===== config.mk =====
export PLATFORM = sky130hd
export DESIGN_NAME = tqim_monitor
export DESIGN_NICKNAME = d
export VERILOG_FILES = /design/src/tqim_pkg.sv /design/src/tqim_monitor.sv
export VERILOG_INCLUDE_DIRS = /design/src
export SDC_FILE = /design/constraint.sdc
export NUM_CORES = 1
export LEC_CHECK = 0
export BUFFER_PORTS_ARGS = -buffer_cell sky130_fd_sc_hd__buf_2
export CORE_ASPECT_RATIO = 0.5
export CORE_MARGIN = 3
export CORE_UTILIZATION = 55
export DETAILED_ROUTE_END_ITERATION = 12
export PLACE_DENSITY_LB_ADDON = 0.3
export SETUP_SLACK_MARGIN = 0.02
export SLEW_MARGIN = 20
export SYNTH_ARGS = -nofsm -noshare
export SYNTH_HDL_FRONTEND = slang
export SYNTH_SLANG_ARGS = --single-unit
export TNS_END_PERCENT = 5

===== constraint.sdc =====
create_clock -name clk -period 1.8 [get_ports clk]
set_input_delay 0.27 -clock clk [delete_from_list [all_inputs] [get_ports clk]]
set_output_delay 0.27 -clock clk [all_outputs]
set_load 0.03 [all_outputs]

===== src/tqim_params.svh =====
// Constants for the dual-channel torque inhibit monitor.
// Assumes a single 40 MHz clock; included by the package and the top module.
`ifndef TQIM_PARAMS_SVH
`define TQIM_PARAMS_SVH

// ----------------------------------------------------------------------
// Timing
// ----------------------------------------------------------------------
`define TQIM_CLK_PERIOD_NS 25
// Longest tolerated channel skew before a mismatch trips, in ns
`define TQIM_SKEW_NS 1000
`define TQIM_SKEW_CYCLES ((`TQIM_SKEW_NS) / (`TQIM_CLK_PERIOD_NS))

// ----------------------------------------------------------------------
// Indication setting codes (2 bits)
// ----------------------------------------------------------------------
`define TQIM_IND_NONE 2'h0
`define TQIM_IND_WARN 2'h1
`define TQIM_IND_FAULT 2'h2

// ----------------------------------------------------------------------
// Diagnostic output bit positions
// ----------------------------------------------------------------------
`define TQIM_DIAG_CH1 0
`define TQIM_DIAG_CH2 1
`define TQIM_DIAG_INH_FAULT 2
`define TQIM_DIAG_INH_WARN 3
`define TQIM_DIAG_W 4

`endif


===== src/tqim_pkg.sv =====
// Types for the dual-channel torque inhibit monitor.
// Assumes tqim_params.svh is on the include path.
`include "tqim_params.svh"

package tqim_pkg;
    // Drive control state, one-hot
    typedef enum logic [3:0] {
        TQIM_ST_STOPPED = 4'b0001,
        TQIM_ST_RUNNING = 4'b0010,
        TQIM_ST_INHIBIT = 4'b0100,
        TQIM_ST_FAULT = 4'b1000
    } tqim_state_e;
endpackage


===== src/tqim_monitor.sv =====
// Dual-channel torque inhibit monitor: gate drive cut, start blocking,
// channel cross-compare and fault latch.
// Assumes inhibit contact inputs are high when closed (energised).
`include "tqim_params.svh"

module tqim_monitor #(
    parameter int unsigned SKEW_CYCLES = `TQIM_SKEW_CYCLES
) (
    // Clock and reset
    input wire logic clk,
    input wire logic rst,
    // Inhibit channel contacts, high when closed
    input wire logic inhibit_ch1,
    input wire logic inhibit_ch2,
    // Drive commands
    input wire logic start_cmd,
    input wire logic stop_cmd,
    input wire logic fault_reset,
    input wire logic [1:0] ind_run_sel,
    input wire logic [1:0] ind_stop_sel,
    // Power stage and status
    output logic gate_enable,
    output logic motor_running,
    output logic torque_inhibit,
    output logic inhibit_warning,
    output logic inhibit_fault,
    output logic channel_one_inhibit_fault,
    output logic channel_two_inhibit_fault,
    output logic [`TQIM_DIAG_W-1:0] diag_out
);

    // ------------------------------------------------------------------
    // Input synchronisers
    // ------------------------------------------------------------------
    logic [1:0] sync1_q, sync1_d;
    logic [1:0] sync2_q, sync2_d;
    logic start_q, start_d;

    // Two-flop sync; first stage feeds only the second
    always_comb begin
        sync1_d = {inhibit_ch2, inhibit_ch1};
        sync2_d = sync1_q;
        start_d = start_cmd;
    end

    // Reset drives contacts open so the drive comes up inhibited
    always_ff @(posedge clk) begin
        if (rst) begin
            sync1_q <= 2'h0;
            sync2_q <= 2'h0;
            start_q <= 1'b0;
        end else begin
            sync1_q <= sync1_d;
            sync2_q <= sync2_d;
            start_q <= start_d;
        end
    end

    logic ch1_closed, ch2_closed, both_closed, any_open, mismatch, start_edge;
    // Decoded channel conditions
    assign ch1_closed = sync2_q[0];
    assign ch2_closed = sync2_q[1];
    assign both_closed = ch1_closed & ch2_closed;
    assign any_open = ~both_closed;
    assign mismatch = ch1_closed ^ ch2_closed;
    assign start_edge = start_cmd & ~start_q;

    // ------------------------------------------------------------------
    // Discrepancy timer and control state
    // ------------------------------------------------------------------
    // Skew timer allows contacts to switch at slightly different times
    logic [15:0] skew_q, skew_d;
    tqim_pkg::tqim_state_e state_q, state_d;
    logic f1_q, f1_d, f2_q, f2_d;
    logic warn_q, warn_d, ifault_q, ifault_d;
    logic need_edge_q, need_edge_d;
    logic [1:0] sel;
    logic trip;
    logic start_req;

    always_comb begin
        skew_d = mismatch ? ((skew_q < 16'(SKEW_CYCLES)) ? skew_q + 16'h0001 : skew_q) : 16'h0000;
        trip = mismatch && (skew_q >= 16'(SKEW_CYCLES));
        // Stop held high blocks a start, so the state cannot toggle each cycle
        start_req = (start_edge || (start_cmd && !need_edge_q)) && !stop_cmd;
        state_d = state_q;
        f1_d = f1_q;
        f2_d = f2_q;
        warn_d = warn_q;
        ifault_d = ifault_q;
        need_edge_d = need_edge_q;
        sel = (state_q == tqim_pkg::TQIM_ST_RUNNING) ? ind_run_sel : ind_stop_sel;
        // Latch channel-specific faults; set wins over reset
        if (trip && !ch1_closed) f1_d = 1'b1;
        else if (fault_reset) f1_d = 1'b0;
        if (trip && !ch2_closed) f2_d = 1'b1;
        else if (fault_reset) f2_d = 1'b0;
        unique case (state_q)
            tqim_pkg::TQIM_ST_STOPPED: begin
                // Level start after reset may run without edge; after an inhibit or trip an edge is needed
                if (any_open) begin
                    state_d = tqim_pkg::TQIM_ST_INHIBIT;
                    need_edge_d = 1'b1;
                    warn_d = (sel == `TQIM_IND_WARN);
                    // A latched fault indication is kept until a fault reset
                    ifault_d = ifault_q || (sel == `TQIM_IND_FAULT);
                end else if (start_req && !f1_q && !f2_q && !ifault_q) begin
                    state_d = tqim_pkg::TQIM_ST_RUNNING;
                end
            end
            tqim_pkg::TQIM_ST_RUNNING: begin
                if (any_open) begin
                    state_d = tqim_pkg::TQIM_ST_INHIBIT;
                    need_edge_d = 1'b1;
                    warn_d = (sel == `TQIM_IND_WARN);
                    ifault_d = ifault_q || (sel == `TQIM_IND_FAULT);
                end else if (stop_cmd || !start_cmd) begin
                    state_d = tqim_pkg::TQIM_ST_STOPPED;
                end
            end
            tqim_pkg::TQIM_ST_INHIBIT: begin
                // Edge demand is set on entry only, so power-up needs no edge
                if (trip) begin
                    state_d = tqim_pkg::TQIM_ST_FAULT;
                end else if (both_closed) begin
                    state_d = tqim_pkg::TQIM_ST_STOPPED;
                    warn_d = 1'b0;
                end
            end
            tqim_pkg::TQIM_ST_FAULT: begin
                // Leave only with contacts closed and faults reset
                if (both_closed && fault_reset) begin
                    state_d = tqim_pkg::TQIM_ST_STOPPED;
                    warn_d = 1'b0;
                end
            end
            default: state_d = tqim_pkg::TQIM_ST_INHIBIT;
        endcase
        if (trip) begin
            state_d = tqim_pkg::TQIM_ST_FAULT;
            need_edge_d = 1'b1;
        end
        // Inhibit-indication fault cleared by reset once contacts close
        if (fault_reset && both_closed && state_d != tqim_pkg::TQIM_ST_INHIBIT) ifault_d = 1'b0;
        // Edge demand is met only by actually starting, not by a refused start
        if (state_d == tqim_pkg::TQIM_ST_RUNNING) need_edge_d = 1'b0;
    end

    // Control registers; need_edge cleared at reset so a held start may run
    always_ff @(posedge clk) begin
        if (rst) begin
            state_q <= tqim_pkg::TQIM_ST_INHIBIT;
            skew_q <= 16'h0000;
            f1_q <= 1'b0;
            f2_q <= 1'b0;
            warn_q <= 1'b0;
            ifault_q <= 1'b0;
            need_edge_q <= 1'b0;
        end else begin
            state_q <= state_d;
            skew_q <= skew_d;
            f1_q <= f1_d;
            f2_q <= f2_d;
            warn_q <= warn_d;
            ifault_q <= ifault_d;
            need_edge_q <= need_edge_d;
        end
    end

    // ------------------------------------------------------------------
    // Registered outputs
    // ------------------------------------------------------------------
    logic gate_q, gate_d, run_q, run_d, inh_q, inh_d;
    logic [`TQIM_DIAG_W-1:0] diag_q, diag_d;

    // Gate enabled only when running with both channels closed this cycle
    always_comb begin
        run_d = (state_d == tqim_pkg::TQIM_ST_RUNNING);
        gate_d = run_d && both_closed;
        inh_d = any_open;
        diag_d = '0;
        diag_d[`TQIM_DIAG_CH1] = f1_d;
        diag_d[`TQIM_DIAG_CH2] = f2_d;
        diag_d[`TQIM_DIAG_INH_FAULT] = ifault_d;
        diag_d[`TQIM_DIAG_INH_WARN] = warn_d;
    end

    // Output flops; reset shows gate off and inhibit active
    always_ff @(posedge clk) begin
        if (rst) begin
            gate_q <= 1'b0;
            run_q <= 1'b0;
            inh_q <= 1'b1;
            diag_q <= '0;
        end else begin
            gate_q <= gate_d;
            run_q <= run_d;
            inh_q <= inh_d;
            diag_q <= diag_d;
        end
    end

    assign gate_enable = gate_q;
    assign motor_running = run_q;
    assign torque_inhibit = inh_q;
    assign inhibit_warning = diag_q[`TQIM_DIAG_INH_WARN];
    assign inhibit_fault = diag_q[`TQIM_DIAG_INH_FAULT];
    assign channel_one_inhibit_fault = diag_q[`TQIM_DIAG_CH1];
    assign channel_two_inhibit_fault = diag_q[`TQIM_DIAG_CH2];
    assign diag_out = diag_q;

endmodule // tqim_monitor


# After elaboration in Yosys (flattened, before gate mapping)
# Index checks and enable logic that the tools add are counted.
# word_totals
register_bits,37
in_bits,11
out_inout_bits,11
wordCells,83
# classes
n_addsub,1
n_lt_le_gt_ge,2
n_eq_ne,9
mux,24
n_bitwise,6
n_reduce_logical,27
# op_table
operator,n
4-bit two-way mux,7
"16-bit by 1-bit adder with 16-bit output, second input constant",1
"16-bit by 6-bit greater-or-equal comparator with 1-bit output, second input constant",1
"16-bit by 6-bit less-than comparator with 1-bit output, second input constant",1
4-bit case mux with 4 select lines,1
1-bit two-way mux,14
1-bit logical AND,11
"4-bit by 2-bit == test with 1-bit output, second input constant",2
1-bit logical NOT,8
2-bit OR reduction,3
"4-bit by 1-bit == test with 1-bit output, second input constant",1
"4-bit by 3-bit == test with 1-bit output, second input constant",1
"4-bit == test, second input constant",1
"4-bit by 3-bit != test with 1-bit output, second input constant",1
1-bit logical OR,3
1-bit NOT,3
1-bit case mux with 3 select lines,1
1-bit bitwise AND,2
"2-bit by 1-bit == test with 1-bit output, second input constant",1
"2-bit == test, second input constant",1
2-bit two-way mux,1
"2-bit by 1-bit != test with 1-bit output, second input constant",1
2-bit AND reduction,1
2-bit nonzero test,1
1-bit bitwise XOR,1

# Depth between registers and ports, before layout
# logic_depth
word_depth,14
mapped_depth,7
mapped_depth_nobuf,6

# Worst setup path after synthesis
# No wires, ideal clock.
# synth_path
kind,register -> register
startpoint,reg diag_out[0] (netlist name)
endpoint,reg need_edge_q
setup_ns,0.103
arrival_ns,1.373
t_required_ns,1.697
setup_slack_ns,0.323
path_stages_with_launch,6
cell_sequence,dfxtp_1 nor4b_1 and3_1 o211ai_2 nor2_1 a2111oi_2
# synth_lines
element,line_no,source
to (signal assigned),tqim_monitor.sv:166,need_edge_q <= need_edge_d;
to (decl),tqim_monitor.sv:76,"logic need_edge_q, need_edge_d;"

# Worst setup path after layout
# layout_path
startpoint,reg state_q[2]
endpoint,reg state_q[1]
# layout_via
elab_chain_len,3
# layout_lines
element,line_no,source
from (decl),tqim_monitor.sv:73,"tqim_pkg::tqim_state_e state_q, state_d;"
from (signal assigned),tqim_monitor.sv:152,state_q <= tqim_pkg::TQIM_ST_INHIBIT;
from (signal assigned),tqim_monitor.sv:160,state_q <= state_d;
4-bit == test (tied with other cells),tqim_monitor.sv:98,unique case (state_q)
4-bit case mux with 4 select lines *,tqim_monitor.sv:98,
4-bit two-way mux *,tqim_monitor.sv:139,if (trip) begin
# Mark *: on every way between the ends. The rest lies on a longest branch, timed or not.
# A chain may end at the register's enable or synchronous reset.

==> key figures <==
Outcome
  • Status: completed

Layout
  • FF/Latch Area: about 660 um2
  • Ant. Diodes: 0
  • Footprint of the multi-input gates: 712 um2
  • Layout cell share with drive strength beyond 1: 22.5%
  • Synth-to-Final Area Change: 14.7%
  • Share of the core filled with cells: about 71%
  • NumNets Final: 192
  • Fill cells: 193

CTS
  • Num CTS Buffers: 5
  • # hold bufs at CTS: 0
  • Post-CTS Resized: 0
  • Worst-case clock buffer depth: 2
  • Clock transition at path regs: 0.07 ns
  • CTS H-tree depth: 2
  • CTS tree: done
  • # Post-CTS Setup Buffers: 0
  • Clock Sinks: 33
  • Clk Latency, worst-skew pair: 0.28 ns
  • CTS root buf: clkbuf_8

Yosys
  • Synth Area in Compound Gates: between 10% and 20%
  • Top_reg_cell synth: dfxtp_1
  • Synth top area share: about 45%
  • Seq/Total Area, Yosys: between 40 and 50%
  • Fraction of registers with async set/reset: 0%
  • Syn avg cell area: ~9.4 um2
  • Netlist cell types: 40
  • Register bit count reported by yosys: 33
  • Post-synthesis mux area share: 0%
  • Most common cell in the synthesized netlist: dfxtp_1
  • Post-Syn Nets: 172
  • Synth Warn #: 0
  • Mapped Area: 0.00147 mm2
  • Post-Synth XOR/XNOR Area: 2.98%
  • Post-synthesis adder-cell area fraction: 3.40%
  • EDFF count, synth: 0
  • Top post-synthesis cells by count: dfxtp_1 (33), nor2_1 (14), and2_1 (10), nand2_1 (10), nor2b_1 (9)
  • Area contributors post-synth: dfxtp_1 (45%), and2_1 (4.3%), nor2b_1 (3.8%), nor2_1 (3.6%), ha_1 (3.4%)
  • Simple-gate share of the synthesized area: 30.6%
  • Syn Inst Count: 157
  • Main combinational cell family by area after synthesis: simple AND/OR/NAND/NOR gates
  • Synth area leader: dfxtp_1

GRT
  • Global-route wire length before repair: around 5 mm
  • Grt ovf: 0
  • Largest net degree at the start of global routing: 16
  • All-Layer GR Usage: 19.4%
  • Number of global-route vias before repair: 1077
  • Initial antenna violation count: 0

Critical path
  • CP Max Fanout: 11
  • Setup CP Type: reg -> reg
  • Setup crit end kind: register
  • CP arrival: between 1.5 and 2 ns
  • Worst EP required: around 2.0 ns
  • Startpoint Class: register

STA
  • Number of max-slew violations in the final report: 0
  • Worst-Margin Slew: 0.515 ns
  • Final Hold Fails: 0
  • Worst relative slew slack: 65.2%
  • Setup TNS: 0 ns
  • Final-report setup violation count: 0
  • Maximum achievable frequency: 600 MHz
  • Period utilization: 92.5%
  • Hold slack final: between 0.15 and 0.2 ns
  • Setup slack after layout: between 0.1 and 0.15 ns
  • Clock Skew: 0.00307 ns
  • Period minus WS final: 1.67 ns
  • RSZ-0062 raised after global routing: false

Placed design
  • PortBufs: 21
  • GP Congestion: 0.812
  • DP HPWL: around 2.0 mm
  • Dpl ws: 0.216 ns

Floorplanning
  • Die Y-Extent: 42.6 um
  • Die area: 0.00337 mm2
  • CORE AREA: 0.00237 mm2
  • Row count: 12
  • Initial Util: between 60% and 70%
  • DIE WIDTH: 79.1 um
  • Num ports: 22

Detailed routing
  • Routed len/inst: 14.2 um
  • DRT Wirelength: 3.03 mm
  • First-pass DRT Iterations: 6
  • DRT iter0 DRCs: 78
  • Number of routed nets with antenna violations: 0
  • Vias after detailed routing: 1174
  • # DRC: 0
  • Routed vias/inst: 5.51

Min path
  • Min-Delay Path Class: in -> reg

Power and ir drop
  • Final Power: 0.00151 W
  • Pwr/cell area: 898 mW/mm2
  • LEAKAGE: 0.706 nW
  • Maximum vdd drop: about 0.76 mV

Run
  • Max-cap violations: 0
==> cell families after synthesis <==
logic type	Yosys count
flip-flops	33
adder cells (fa/ha/maj)	4
XOR/XNOR	5
AO/OA/AOI/OAI	24
buffers and inverters	17
AND/OR/NAND/NOR	74
==> report_power, final <==
part	switching [W]	total [W]	internal, W
Clock	0.000274	0.000724	0.000450
Combinational	0.0000281	0.0000486	0.0000205
Sequential	0.00000452	0.000742	0.000737
==> sequential cells by signal (all words and copies together) (netlist names) <==
name,flops
motor_running,1
need_edge_q,1
skew_q,16
start_q,1
torque_inhibit,1
sync1_q,2
state_q,4
gate_enable,1
sync2_q,2
warn_q,1
diag_out,3
==> layout make-up <==
cell class / count / share of cell area, %
clock inverter: 2 / 2.23
inverter: 6 / 1.34
tap: 35 / 2.60
sequential: 33 / 39.2
multi-input combinational: 107 / 42.2
clock buffer: 6 / 4.90
timing repair buffer: 24 / 7.57
==> path summary, 6_finish.rpt <==
path                from          to  slack [ns]  depth (start not counted)
max           state_q[2]  state_q[1]        0.13                          4
min          inhibit_ch1  sync1_q[0]        0.20                          2
max reg2reg   state_q[2]  state_q[1]        0.13                          4
min reg2reg   sync1_q[0]  sync2_q[0]        0.44                          1
==> layout by cell type, fill, tap and decap left out, types with 4 or more instances in the layout <==
master / instances
dfxtp_1: 33
buf_2: 21
nor2_1: 14
and2_1: 10
nand2_1: 10
nor2b_1: 9
a21oi_1: 8
inv_1: 6
clkbuf_8: 6
nand4_1: 4
o21ai_0: 4
nand3b_1: 4
nor4b_1: 4
ha_1: 4
==> per-layer routing <==
metal / vias up / track usage (%) / wire length [um]
met2: 47 / 29.1 / 1380
met1: 541 / 24.2 / 1320
met4: 0 / 10.3 / 116
met3: 14 / 7.30 / 203
met5: - / 0 / 0
li1: 572 / - / -
==> metrics by stage <==
| step | instance area (um2) | instances |
|---|---|---|
| after floorplan | 1470 | 157 |
| after global placement | 1570 | 205 |
| after detailed placement | 1570 | 205 |
| after CTS | 1690 | 213 |
| after global routing | 1690 | 213 |
| final | 1690 | 213 |
==> critical path, cell delays in order, from the launching register on <==
cell      delay (ns)
dfxtp_1         0.52
or4b_1          0.49
o211ai_2        0.12
o211ai_2        0.18
nor3_1          0.26
(Power assumes the default switching activity.)
